### src/design/lgap_defines.svh
`ifndef LGAP_DEFINES_SVH
`define LGAP_DEFINES_SVH

// i/o window
`define LGAP_ADDR_BITS 10
`define LGAP_WIN_BITS 4
`define LGAP_OFS_FM_LEFT_IDX 4'h0
`define LGAP_OFS_FM_LEFT_DATA 4'h1
`define LGAP_OFS_FM_RIGHT_IDX 4'h2
`define LGAP_OFS_FM_RIGHT_DATA 4'h3
`define LGAP_OFS_MIX_INDEX 4'h4
`define LGAP_OFS_MIX_DATA 4'h5
`define LGAP_OFS_IF_RESET 4'h6
`define LGAP_OFS_FM_IDX 4'h8
`define LGAP_OFS_FM_DATA 4'h9
`define LGAP_OFS_READ_DATA 4'hA
`define LGAP_OFS_CMD 4'hC
`define LGAP_OFS_AVAIL 4'hE

// mixer indices
`define LGAP_MIX_RESET 8'h00
`define LGAP_MIX_VOICE 8'h04
`define LGAP_MIX_MIC 8'h0A
`define LGAP_MIX_INSEL 8'h0C
`define LGAP_MIX_OUTCTL 8'h0E
`define LGAP_MIX_MASTER 8'h22
`define LGAP_MIX_FM 8'h26
`define LGAP_MIX_CD 8'h28
`define LGAP_MIX_LINE 8'h2E

// mixer reset values
`define LGAP_RST_VOICE 8'h99
`define LGAP_RST_MIC 8'h01
`define LGAP_RST_INSEL 8'h00
`define LGAP_RST_OUTCTL 8'h00
`define LGAP_RST_MASTER 8'h99
`define LGAP_RST_FM 8'h99
`define LGAP_RST_CD 8'h01
`define LGAP_RST_LINE 8'h01

// fields and constants
`define LGAP_MIC_MASK 8'h07
`define LGAP_INSEL_MASK 8'h06
`define LGAP_OUTCTL_MASK 8'h02
`define LGAP_STEREO_BIT 1
`define LGAP_INSEL_LO 1
`define LGAP_SWRST_BIT 0
`define LGAP_FLAG_BIT 7
`define LGAP_RSVD_READ 8'hFF
`define LGAP_IDLE_READ 8'hFF

`endif

### src/design/lgap_pkg.sv
package lgap_pkg;

  typedef enum logic [1:0] {
    LGAP_SRC_MIC,
    LGAP_SRC_CD,
    LGAP_SRC_MIC2,
    LGAP_SRC_LINE
  } lgap_src_e;

  typedef enum logic {
    LGAP_MODE_OTHER,
    LGAP_MODE_LEGACY
  } lgap_mode_e;

  typedef enum logic [1:0] {
    LGAP_RST_IDLE,
    LGAP_RST_ARMED,
    LGAP_RST_FIRE
  } lgap_rst_e;

  typedef struct packed {
    logic [7:0] voice;
    logic [7:0] mic;
    logic [7:0] inSel;
    logic [7:0] outCtl;
    logic [7:0] master;
    logic [7:0] fm;
    logic [7:0] cd;
    logic [7:0] line;
  } lgap_mixer_s;

  typedef struct packed {
    logic valid;
    logic write;
    logic [7:0] data;
  } lgap_req_s;

  typedef struct packed {
    logic legacySel;
    logic rd;
    logic wr;
    logic [1:0] port;
    logic [7:0] data;
  } lgap_fm_s;

endpackage

### src/design/lgap_mixer.sv
`timescale 1ns/10ps
`include "lgap_defines.svh"

module lgap_mixer
  import lgap_pkg::*;
(
  // clock and reset
  input wire logic clk,
  input wire logic rst_n,
  // access
  input wire logic clearAll,
  input wire logic wrEn,
  input wire logic [7:0] index,
  input wire logic [7:0] wrData,
  // state
  output lgap_mixer_s mixer,
  output logic [7:0] rdData
);

  typedef struct packed {
    lgap_mixer_s mix;
  } lgap_mixst_s;

  lgap_mixst_s st;
  lgap_mixst_s next_st;

  function automatic lgap_mixer_s lgap_defaults();
    lgap_mixer_s m;
    m.voice = `LGAP_RST_VOICE;
    m.mic = `LGAP_RST_MIC;
    m.inSel = `LGAP_RST_INSEL;
    m.outCtl = `LGAP_RST_OUTCTL;
    m.master = `LGAP_RST_MASTER;
    m.fm = `LGAP_RST_FM;
    m.cd = `LGAP_RST_CD;
    m.line = `LGAP_RST_LINE;
    return m;
  endfunction

  // =====================================
  // register update
  always_comb begin
    next_st = st;
    if (clearAll || (wrEn && index == `LGAP_MIX_RESET)) begin
      next_st.mix = lgap_defaults();
    end else if (wrEn) begin
      case (index)
        `LGAP_MIX_VOICE: next_st.mix.voice = wrData;
        `LGAP_MIX_MIC: next_st.mix.mic = wrData & `LGAP_MIC_MASK;
        `LGAP_MIX_INSEL: next_st.mix.inSel = wrData & `LGAP_INSEL_MASK;
        `LGAP_MIX_OUTCTL: next_st.mix.outCtl = wrData & `LGAP_OUTCTL_MASK;
        `LGAP_MIX_MASTER: next_st.mix.master = wrData;
        `LGAP_MIX_FM: next_st.mix.fm = wrData;
        `LGAP_MIX_CD: next_st.mix.cd = wrData;
        `LGAP_MIX_LINE: next_st.mix.line = wrData;
        default: next_st = st;
      endcase
    end
  end

  always_ff @(posedge clk or negedge rst_n) begin
    if (!rst_n) begin
      st.mix <= {`LGAP_RST_VOICE, `LGAP_RST_MIC, `LGAP_RST_INSEL, `LGAP_RST_OUTCTL,
                 `LGAP_RST_MASTER, `LGAP_RST_FM, `LGAP_RST_CD, `LGAP_RST_LINE};
    end else begin
      st <= next_st;
    end
  end

  assign mixer = st.mix;

  // =====================================
  // read mux
  always_comb begin
    case (index)
      `LGAP_MIX_VOICE: rdData = st.mix.voice;
      `LGAP_MIX_MIC: rdData = st.mix.mic;
      `LGAP_MIX_INSEL: rdData = st.mix.inSel;
      `LGAP_MIX_OUTCTL: rdData = st.mix.outCtl;
      `LGAP_MIX_MASTER: rdData = st.mix.master;
      `LGAP_MIX_FM: rdData = st.mix.fm;
      `LGAP_MIX_CD: rdData = st.mix.cd;
      `LGAP_MIX_LINE: rdData = st.mix.line;
      default: rdData = `LGAP_RSVD_READ;
    endcase
  end

endmodule

### src/design/lgap_regs.sv
`timescale 1ns/10ps
`include "lgap_defines.svh"

module lgap_regs
  import lgap_pkg::*;
#(
  parameter int ADDR_W = 16
) (
  // clock and reset
  input wire logic clk,
  input wire logic rst_n,
  // host i/o bus
  input wire logic [ADDR_W-1:0] ioAddr,
  input wire logic ioRd,
  input wire logic ioWr,
  input wire logic [7:0] ioWrData,
  output logic [7:0] ioRdData,
  output logic ioRdValid,
  // plug and play base
  input wire logic [`LGAP_ADDR_BITS-1:0] legacyPortBase,
  input wire logic legacyEnable,
  // synthesizer side
  output lgap_fm_s fmReq,
  input wire logic [7:0] fmStatus,
  // command engine side
  output lgap_req_s cmdOut,
  input wire logic cmdTaken,
  input wire logic rdDataLoad,
  input wire logic [7:0] rdDataIn,
  output logic rdDataTaken,
  // mode and shared resources
  input wire logic otherCodecActive,
  input wire logic codecIrqReq,
  input wire logic codecDmaReq,
  output logic legacyGameAudioMode,
  output logic sharedIrq,
  output logic sharedDmaReq,
  // mixer settings
  output lgap_mixer_s mixerState,
  output lgap_src_e adcSource,
  output logic stereoSelect,
  // interface reset pulse
  output logic ifResetPulse
);

  typedef struct packed {
    logic [7:0] mixIndex;
    lgap_rst_e rstState;
    logic ifReset;
    logic cmdBusy;
    lgap_req_s cmd;
    logic [7:0] readData;
    logic dataAvail;
    logic rdTaken;
    lgap_fm_s fm;
    logic [7:0] rdOut;
    logic rdValid;
    lgap_mode_e mode;
    logic irq;
    logic dma;
  } lgap_state_s;

  lgap_state_s st;
  lgap_state_s next_st;

  logic hit;
  logic [`LGAP_WIN_BITS-1:0] ofs;
  logic mixWr;
  logic [7:0] mixRd;
  lgap_mixer_s mixer;

  // =====================================
  // address decode
  // upper bits zero, no alias
  always_comb begin
    ofs = ioAddr[`LGAP_WIN_BITS-1:0];
    hit = legacyEnable
      && (ioAddr[ADDR_W-1:`LGAP_ADDR_BITS] == '0)
      && (ioAddr[`LGAP_ADDR_BITS-1:`LGAP_WIN_BITS]
          == legacyPortBase[`LGAP_ADDR_BITS-1:`LGAP_WIN_BITS]);
  end

  assign mixWr = hit && ioWr && ofs == `LGAP_OFS_MIX_DATA;

  lgap_mixer u_mixer (
    .clk(clk),
    .rst_n(rst_n),
    .clearAll(st.ifReset),
    .wrEn(mixWr),
    .index(st.mixIndex),
    .wrData(ioWrData),
    .mixer(mixer),
    .rdData(mixRd)
  );

  // =====================================
  // next state
  always_comb begin
    next_st = st;
    next_st.fm.rd = 1'b0;
    next_st.fm.wr = 1'b0;
    next_st.rdValid = 1'b0;
    next_st.rdTaken = 1'b0;
    next_st.ifReset = 1'b0;

    if (cmdTaken) begin
      next_st.cmd.valid = 1'b0;
      next_st.cmdBusy = 1'b0;
    end
    if (rdDataLoad) begin
      next_st.readData = rdDataIn;
      next_st.dataAvail = 1'b1;
    end

    if (hit && ioWr) begin
      case (ofs)
        `LGAP_OFS_FM_LEFT_IDX, `LGAP_OFS_FM_LEFT_DATA,
        `LGAP_OFS_FM_RIGHT_IDX, `LGAP_OFS_FM_RIGHT_DATA: begin
          next_st.fm.wr = 1'b1;
          next_st.fm.legacySel = 1'b0;
          next_st.fm.port = ofs[1:0];
          next_st.fm.data = ioWrData;
        end
        `LGAP_OFS_FM_IDX, `LGAP_OFS_FM_DATA: begin
          next_st.fm.wr = 1'b1;
          next_st.fm.legacySel = 1'b1;
          next_st.fm.port = ofs[1:0];
          next_st.fm.data = ioWrData;
        end
        `LGAP_OFS_MIX_INDEX: next_st.mixIndex = ioWrData;
        `LGAP_OFS_IF_RESET: begin
          if (ioWrData[`LGAP_SWRST_BIT]) begin
            next_st.rstState = LGAP_RST_ARMED;
          end else if (st.rstState == LGAP_RST_ARMED) begin
            next_st.rstState = LGAP_RST_IDLE;
            next_st.ifReset = 1'b1;
          end
        end
        `LGAP_OFS_CMD: begin
          if (!st.cmdBusy) begin
            next_st.cmd.valid = 1'b1;
            next_st.cmd.write = 1'b1;
            next_st.cmd.data = ioWrData;
            next_st.cmdBusy = 1'b1;
          end
        end
        default: next_st.fm.wr = 1'b0;
      endcase
    end

    if (hit && ioRd) begin
      next_st.rdValid = 1'b1;
      case (ofs)
        `LGAP_OFS_FM_LEFT_IDX, `LGAP_OFS_FM_RIGHT_IDX, `LGAP_OFS_FM_IDX: begin
          next_st.fm.rd = 1'b1;
          next_st.fm.legacySel = (ofs == `LGAP_OFS_FM_IDX);
          next_st.fm.port = ofs[1:0];
          next_st.rdOut = fmStatus;
        end
        `LGAP_OFS_MIX_DATA: next_st.rdOut = mixRd;
        `LGAP_OFS_READ_DATA: begin
          next_st.rdOut = st.readData;
          next_st.dataAvail = rdDataLoad;
          next_st.rdTaken = st.dataAvail;
        end
        `LGAP_OFS_CMD: begin
          next_st.rdOut = 8'h00;
          next_st.rdOut[`LGAP_FLAG_BIT] = !st.cmdBusy;
        end
        `LGAP_OFS_AVAIL: begin
          next_st.rdOut = 8'h00;
          next_st.rdOut[`LGAP_FLAG_BIT] = st.dataAvail;
        end
        default: next_st.rdOut = `LGAP_IDLE_READ;
      endcase
    end

    // interface reset drops pending command and data
    if (st.ifReset) begin
      next_st.cmd = '0;
      next_st.cmdBusy = 1'b0;
      next_st.dataAvail = rdDataLoad;
      next_st.mixIndex = 8'h00;
    end

    next_st.mode = otherCodecActive ? LGAP_MODE_OTHER : LGAP_MODE_LEGACY;
    next_st.irq = codecIrqReq;
    next_st.dma = codecDmaReq;
  end

  always_ff @(posedge clk or negedge rst_n) begin
    if (!rst_n) begin
      st <= '0;
      st.rstState <= LGAP_RST_IDLE;
      st.mode <= LGAP_MODE_LEGACY;
    end else begin
      st <= next_st;
    end
  end

  // =====================================
  // outputs
  assign ioRdData = st.rdOut;
  assign ioRdValid = st.rdValid;
  assign fmReq = st.fm;
  assign cmdOut = st.cmd;
  assign rdDataTaken = st.rdTaken;
  assign legacyGameAudioMode = (st.mode == LGAP_MODE_LEGACY);
  assign sharedIrq = st.irq;
  assign sharedDmaReq = st.dma;
  assign mixerState = mixer;
  assign adcSource = lgap_src_e'(mixer.inSel[`LGAP_INSEL_LO+1:`LGAP_INSEL_LO]);
  assign stereoSelect = mixer.outCtl[`LGAP_STEREO_BIT];
  assign ifResetPulse = st.ifReset;

endmodule

### config.mk
export PLATFORM = sky130hd
export DESIGN_NAME = lgap_regs
export DESIGN_NICKNAME = d
export VERILOG_FILES = /design/src/design/lgap_pkg.sv /design/src/design/lgap_mixer.sv /design/src/design/lgap_regs.sv
export VERILOG_INCLUDE_DIRS = /design/src /design/src/design
export SDC_FILE = /design/constraint.sdc
export NUM_CORES = 1
export LEC_CHECK = 0
export ABC_AREA = 1
export BUFFER_PORTS_ARGS = -buffer_cell sky130_fd_sc_hd__buf_4
export CORE_AREA = 4 4 160 100
export CTS_CLUSTER_SIZE = 10
export DETAILED_ROUTE_END_ITERATION = 10
export DIE_AREA = 0 0 164 104
export GPL_ROUTABILITY_DRIVEN = 0
export HOLD_SLACK_MARGIN = 0.05
export PLACE_DENSITY = 0.73
export SYNTH_ARGS = -nofsm -noshare
export SYNTH_HDL_FRONTEND = slang
export SYNTH_SLANG_ARGS = --single-unit
### constraint.sdc
create_clock -name clk -period 2.85 [get_ports clk]
set_input_delay 0.285 -clock clk [delete_from_list [all_inputs] [get_ports clk]]
set_output_delay 0.285 -clock clk [all_outputs]
set_load 0.05 [all_outputs]
==> results of run 1 <==
==> cells by family after synthesis <==
group / after synthesis / synth area share, %
AND/OR/NAND/NOR: 425 / 33.6
buffers and inverters: 145 / 13.9
flip-flops: 102 / 45.0
AO/OA/AOI/OAI: 71 / 7.03
multiplexers: 2 / 0.394
other: 1 / 0.0656
==> metal layers <==
layer	wire [um]	part of all wire [%]	GRT usage, %
met1	7950	47	29.3
met2	6980	42	27.3
met3	1740	10	6.06
met4	90	0.54	2.99
met5	0	0	0
==> state kept, by name, indices dropped and copies added, names as in the netlist <==
| register | count |
|---|---|
| ioRdValid | 1 |
| st | 19 |
| ifResetPulse | 1 |
| sharedIrq | 1 |
| rdDataTaken | 1 |
| cmdOut | 10 |
| sharedDmaReq | 1 |
| legacyGameAudioMode | 1 |
| ioRdData | 8 |
| fmReq | 13 |
| u_mixer.mixer | 46 |
==> Yosys cell counts, drive strengths merged, types with 2 or more instances <==
cell / number
mux2: 2
dfrtp: 86
nand4: 33
clkbuf: 5
nor3: 8
nand2: 241
buf: 69
o21ai: 43
nor2: 72
nand3: 69
a21oi: 11
o211ai: 16
inv: 71
dfstp: 16
==> tightest hold or removal path, delay by kind of cell <==
kind	cells	cell delay (ns)
compound gates	1	0.06
buf+inv	1	0.08
simple gates	1	0.04
==> stage by stage <==
stage	cells	utilization, %	worst slack (ns)	cell area (um2)	hold WS (ns)
after floorplan	763	-	1.17	5780	-0.0106
after global placement	1034	46.0	0.887	6620	0.250
after detailed placement	1034	46.0	0.829	6620	0.247
after CTS	1054	48.5	0.817	6970	0.147
after global routing	1054	48.5	0.615	6970	0.158
final	1054	48.5	0.780	6970	0.153
==> worst max-delay path by stage <==
stage | start | depth (start not counted) | to
detailed placement | st[55]$_DFFE_PN0P_ | 10 | u_mixer.mixer[26]$_DFFE_PN0P_
global route | st[56]$_DFFE_PN0P_ | 10 | u_mixer.mixer[26]$_DFFE_PN0P_
global placement | st[55]$_DFFE_PN0P_ | 10 | u_mixer.mixer[30]$_DFFE_PN0P_
floorplan | ifResetPulse$_DFF_PN0_ | 8 | u_mixer.mixer[11]$_DFFE_PN0P_
CTS | st[55]$_DFFE_PN0P_ | 10 | u_mixer.mixer[26]$_DFFE_PN0P_
finish | st[55]$_DFFE_PN0P_ | 10 | u_mixer.mixer[26]$_DFFE_PN0P_
==> cell type report <==
type,instances,area share [%]
clock buffer,9,3.23
clock inverter,7,1.31
inverter,71,3.82
multi-input combinational,516,34.6
sequential,102,36.9
tap,198,3.55
timing repair buffer,151,16.6
==> layout by cell type (no fill, tap or decap), types with 2 or more instances in the layout <==
cell type and instances:
sky130_fd_sc_hd__conb_1 18, sky130_fd_sc_hd__nand2_1 226, sky130_fd_sc_hd__inv_6 2, sky130_fd_sc_hd__o21ai_0 33
sky130_fd_sc_hd__nor2_4 6, sky130_fd_sc_hd__dlygate4sd3_1 4, sky130_fd_sc_hd__inv_2 6, sky130_fd_sc_hd__mux2_2 2
sky130_fd_sc_hd__buf_4 146, sky130_fd_sc_hd__o211ai_1 16, sky130_fd_sc_hd__nand4_1 33, sky130_fd_sc_hd__nand3_1 67
sky130_fd_sc_hd__clkbuf_16 9, sky130_fd_sc_hd__o21ai_1 9, sky130_fd_sc_hd__inv_1 65, sky130_fd_sc_hd__nor2_1 58
sky130_fd_sc_hd__dfstp_2 16, sky130_fd_sc_hd__nand2_2 13, sky130_fd_sc_hd__nor2_2 8, sky130_fd_sc_hd__nor3_1 7
sky130_fd_sc_hd__a21oi_1 11, sky130_fd_sc_hd__dfrtp_1 86
==> power by group through the flow <==
stage	clock (uW)	sequential, uW	combinational [uW]
2_1_floorplan	0	1500	149
3_3_place_gp	0	1490	270
3_5_place_dp	0	1500	272
4_1_cts	1340	1470	276
5_1_grt	1400	1470	304
6_report	1310	1470	276
==> summary.txt, run 1 <==
================================================================================
HPWL after DPL ....................................................    12,600 um
Switching power summed over all nets ..............................       801 uW
Starting Density ..................................................        39.7%
Peak fanout along the critical path ...............................           31
Global-route wire length before repair ............................    26,400 um
Startpoint of the lowest-slack hold path ..........................  rdDataIn[5]
Worst flop-to-flop path endpoint .................................. u_mixer.mixer[26]$_DFFE_PN0P_
Largest cells by area after synthesis ............................. sky130_fd_sc_hd__dfrtp_1, sky130_fd_sc_hd__nand2_1, sky130_fd_sc_hd__buf_4, sky130_fd_sc_hd__dfstp_2, sky130_fd_sc_hd__nand3_1
Number of gates given a new drive strength after cts ..............            0
TritonCTS buffer count ............................................            9
Maxcap violations .................................................            0
Number of global-route vias before repair .........................        4,901
Count of distinct cell types in the synthesized netlist ...........           31
Hold violation total from the final report ........................            0
Worst Setup Start Kind ............................................    flip-flop
Area occupied by multi-input gates ................................     2410 um2
Peak supply drop ..................................................     0.322 mV
Setup Total Neg Slack .............................................         0 ns
Final cycle utilization of the critical path ......................        72.6%
Row Count .........................................................           34
Power density relative to cell area ...............................   438 nW/um2
Clock slew at reported path FFs ...................................      0.08 ns
Reported leakage power ............................................   0.00371 uW
Overall die height ................................................       104 um
Count of hold-fix buffers inserted at cts .........................            4
Synthesis-stage register bit count ................................          102
Cell Int Power ....................................................      2250 uW
Crit Path Class ................................................... flip-flop to flip-flop
Stage delay of the slowest cell on the critical path ..............      0.40 ns
Area growth syn-to-layout .........................................        22.0%
Die outline width .................................................       164 um
DRC violation total after the first TritonRoute iteration .........          547
Post-route minimum period .........................................      2.07 ns
Crit path buffers/inverters .......................................            2
Most used flip-flop cell after synthesis .......................... sky130_fd_sc_hd__dfrtp_1
Fraction of final layout cells with drive strength greater than 1 .        25.7%
Worst Hold Endpoint ............................................... st[32]$_DFFE_PN0P_
I/O Buffers .......................................................          141
Worst hold path stage count .......................................            3
Combinational group share of total power ..........................         9.0%
Area enclosed by the die boundary .................................   17,100 um2
Cell with the largest stage delay on the worst path ............... sky130_fd_sc_hd__dfrtp_1
Unrepaired setup endpoints after global routing ...................           no
Count of TritonRoute iterations in the first routing pass .........            5
Clock power share .................................................        42.9%
Root Buffer ....................................................... sky130_fd_sc_hd__clkbuf_16
Count of inserted antenna diode cells .............................            0
Number of max-slew violations in the final report .................            0
R2r startpoint .................................................... st[55]$_DFFE_PN0P_
Final routed wirelength across all metal layers ...................    16,800 um
Grt ovf ...........................................................            0
Mean cell area of the mapped netlist ..............................     7.66 um2
Core ar. ..........................................................   14,400 um2
Switching Fraction ................................................        26.2%
Final total power .................................................      3050 uW
Vias per std cell .................................................         4.97
Yosys top cell area share .........................................        37.7%
Skew-Pair Late Insertion Delay ....................................      0.35 ns
Number of warnings printed during yosys synthesis .................            0
Flop-to-flop setup slack ..........................................      0.78 ns
Worst clock skew ..................................................   0.00727 ns
Max_slew headroom .................................................        50.5%
Finish-stage setup viols ..........................................            0
Average routed wire per standard cell .............................      15.9 um
DRC violations left ...............................................            0
Number of top-level pins ..........................................          164
GRT Overall Usage .................................................        19.3%
Number of filler instances in the final layout ....................        1,453
TritonCTS clock tree ..............................................          yes
Critical Path End Type ............................................    flip-flop
Type of the most critical hold path ............................... primary input to flip-flop
Area occupied by registers ........................................     2570 um2
Antenna Violating Nets Remaining ..................................            0
Cell Chain, Critical Path ......................................... inv_1 -> nand2_2 -> nor2_4 -> nand2_1 -> nand2_2 -> inv_2 -> nand2_1 -> nand2_2 -> nand2_1 -> nand2_1
Req. time, crit path ..............................................      3.09 ns
# nets final ......................................................          911
Number of buffers added for setup after CTS .......................            0
Via count .........................................................        5,236
Number of enable-type register cells in the synthesized netlist ...            0
Post-Synthesis Cells ..............................................          746
Proportion of synthesized chip area in sequential cells ...........        45.0%
Depth of the most critical reg-to-reg path ........................           10
Fmax ..............................................................      483 MHz
Cell area after synthesis .........................................     5720 um2
Antenna violations before repair ..................................            0
Number of buffers on the longest clock path .......................            2
Most frequent cell on the critical path ........................... sky130_fd_sc_hd__nand2_1
Largest area contributor in the netlist ........................... sky130_fd_sc_hd__dfrtp_1
Crit path arrival time ............................................      2.31 ns
TritonCTS sink count ..............................................          102
Post-synthesis async set-or-reset flop share ......................         100%
H-Tree Level Count ................................................            3
Gate family responsible for the most delay along the worst path ... simple AND/OR/NAND/NOR gates
Register share of total power .....................................        48.1%
Largest net degree at the start of global routing .................           55
Status ............................................................ complete, no violations
Transition time at the pin with the least slew margin .............     0.743 ns
================================================================================
No activity file was read; power rests on OpenSTA's default activity.
==> inputs of run 2 (changes only) <==
- clock period: 2.85 -> 2.05 ns (I/O delays scaled with it)
==> summary.txt, run 2 (synthesis results as in run 1) <==
================================================================================
Peak fanout along the critical path ...............................            8
Pre-CTS WS ........................................................     0.255 ns
Area occupied by multi-input gates ................................     2410 um2
Number of gates given a new drive strength after cts ..............            0
Placed Cells incl. Taps ...........................................        1,045
Switching Fraction ................................................        25.5%
Combinational group share of total power ..........................         9.6%
Flop-to-flop setup slack ..........................................      0.20 ns
Startpoint of the lowest-slack hold path ..........................  rdDataIn[5]
Count of inserted antenna diode cells .............................            0
GRT Overall Usage .................................................        19.4%
TritonCTS sink count ..............................................          102
Area occupied by registers ........................................     2570 um2
Antenna Violating Nets Remaining ..................................            0
Hold violation total from the final report ........................            0
Fraction of final layout cells with drive strength greater than 1 .        26.6%
TritonCTS buffer count ............................................            9
Average routed wire per standard cell .............................      15.8 um
Crit path arrival time ............................................      2.08 ns
Most frequent cells in the layout ................................. sky130_fd_sc_hd__nand2_1, sky130_fd_sc_hd__buf_4, sky130_fd_sc_hd__dfrtp_1
Count of TritonRoute iterations in the first routing pass .........            5
Overall die height ................................................       104 um
Final worst-path setup slack ......................................     0.201 ns
Root Buffer ....................................................... sky130_fd_sc_hd__clkbuf_16
Final routed wirelength across all metal layers ...................    16,800 um
Worst Hold Endpoint ............................................... st[32]$_DFFE_PN0P_
Via count .........................................................        5,271
Power density relative to cell area ...............................   582 nW/um2
Transition time at the pin with the least slew margin .............     0.708 ns
Area growth syn-to-layout .........................................        22.9%
Largest net degree at the start of global routing .................           46
Most common cell after layout, fill and taps aside ................ sky130_fd_sc_hd__nand2_1
Met3 Track Usage GR ...............................................        4.99%
Worst flop-to-flop path endpoint .................................. ioRdData[1]$_DFFE_PN0P_
Clock slew at reported path FFs ...................................      0.07 ns
Max_slew headroom .................................................        52.8%
Fmax ..............................................................      541 MHz
Depth of the most critical reg-to-reg path ........................           10
Req. time, crit path ..............................................      2.28 ns
Finish-stage setup viols ..........................................            0
TritonCTS clock tree ..............................................          yes
Reported leakage power ............................................   0.00376 uW
Critical Path End Type ............................................    flip-flop
Met2 global-route usage ...........................................        27.5%
Number of filler instances in the final layout ....................        1,446
Number of top-level pins ..........................................          164
Clock power share .................................................        40.6%
Number of buffers on the longest clock path .......................            2
Most Crowded Layer GR .............................................         met1
Row Count .........................................................           34
Skew-Pair Late Insertion Delay ....................................      0.35 ns
Global-route wire length before repair ............................    26,600 um
Number of max-slew violations in the final report .................            0
Worst Setup Start Kind ............................................    flip-flop
Setup Total Neg Slack .............................................         0 ns
Area enclosed by the die boundary .................................   17,100 um2
DRC violations left ...............................................            0
Status ............................................................ complete, no violations
Die outline width .................................................       164 um
DRC violation total after the first TritonRoute iteration .........          470
Worst clock skew ..................................................   0.00963 ns
Peak supply drop ..................................................     0.342 mV
Global routing usage on met1 ......................................        30.0%
Register share of total power .....................................        49.9%
R2r startpoint .................................................... st[52]$_DFFE_PN0P_
Vias per std cell .................................................         4.95
Fin cells .........................................................        1,065
Antenna violations before repair ..................................            0
H-Tree Level Count ................................................            3
Post-route minimum period .........................................      1.85 ns
Final cycle utilization of the critical path ......................        90.2%
Grt ovf ...........................................................            0
Maxcap violations .................................................            0
Crit Path Class ................................................... flip-flop to flip-flop
Number of global-route vias before repair .........................        4,966
HPWL after DPL ....................................................    12,900 um
# nets final ......................................................          922
Starting Density ..................................................        39.7%
Cell Int Power ....................................................      3050 uW
Switching power summed over all nets ..............................      1040 uW
Type of the most critical hold path ............................... primary input to flip-flop
I/O Buffers .......................................................          141
Core ar. ..........................................................   14,400 um2
Max reg flops .....................................................           46
Worst hold path stage count .......................................            3
Unrepaired setup endpoints after global routing ...................           no
================================================================================
run 2: how the worst max path moves through the flow:
stage	slack, ns	start	depth (start not counted)	end
detailed placement	0.26	st[55]$_DFFE_PN0P_	10	u_mixer.mixer[30]$_DFFE_PN0P_
CTS	0.23	st[55]$_DFFE_PN0P_	10	u_mixer.mixer[30]$_DFFE_PN0P_
global route	0.05	st[53]$_DFFE_PN0P_	10	u_mixer.mixer[22]$_DFFE_PN0P_
finish	0.20	st[52]$_DFFE_PN0P_	10	ioRdData[1]$_DFFE_PN0P_
global placement	0.30	st[55]$_DFFE_PN0P_	10	u_mixer.mixer[26]$_DFFE_PN0P_
floorplan	0.37	ifResetPulse$_DFF_PN0_	8	u_mixer.mixer[11]$_DFFE_PN0P_
run 2: final cells by class:
cell class | instances | area share [%]
Inverter | 71 | 3.79
Timing Repair Buffer | 162 | 17.6
Multi-Input combinational cell | 516 | 34.4
Clock buffer | 11 | 3.60
Clock inverter | 5 | 0.463
Sequential cell | 102 | 36.6
Tap cell | 198 | 3.53
run 2: power groups by stage:
stage	Combinational, uW	Sequential [uW]	Clock, uW
after floorplan	207	2090	0
after global placement	379	2080	0
after detailed placement	384	2080	0
after CTS	392	2040	1700
after global routing	428	2040	1800
final	391	2040	1660
run 2: stage by stage:
stage / util, % / hold WS (ns) / instance area, um2 / total power [uW]
3_5_place_dp: 46.6 / 0.164 / 6700 / 2460
5_1_grt: 48.9 / 0.0656 / 7030 / 4270
2_1_floorplan: - / -0.0906 / 5780 / 2300
6_report: 48.9 / 0.0779 / 7030 / 4090
4_1_cts: 48.9 / 0.0667 / 7030 / 4130
3_3_place_gp: 46.6 / 0.162 / 6700 / 2460
run 2: worst max-delay path, stage by stage (launching register included):
cell and delay, ns:
sky130_fd_sc_hd__dfrtp_1 0.41, sky130_fd_sc_hd__inv_1 0.15, sky130_fd_sc_hd__nand2_1 0.12, sky130_fd_sc_hd__nor2_2 0.23, sky130_fd_sc_hd__nand2_1 0.15, sky130_fd_sc_hd__nand2_1 0.09, sky130_fd_sc_hd__nor2_1 0.05, sky130_fd_sc_hd__nand2_2 0.18
sky130_fd_sc_hd__nand3_1 0.18, sky130_fd_sc_hd__nand2_1 0.10, sky130_fd_sc_hd__a21oi_1 0.06
run 2: what timing repair did:
action | CTS | global route
buffers inserted | 0 | 0
endpoints found under the hold margin | 18 | 0
hold buffers | 4 | 0
run 2: per-layer routing:
layer,up-vias,routed length (um)
met5,-,0
met3,16,1680
li1,2560,-
met1,2460,8090
met4,0,131
met2,235,6920
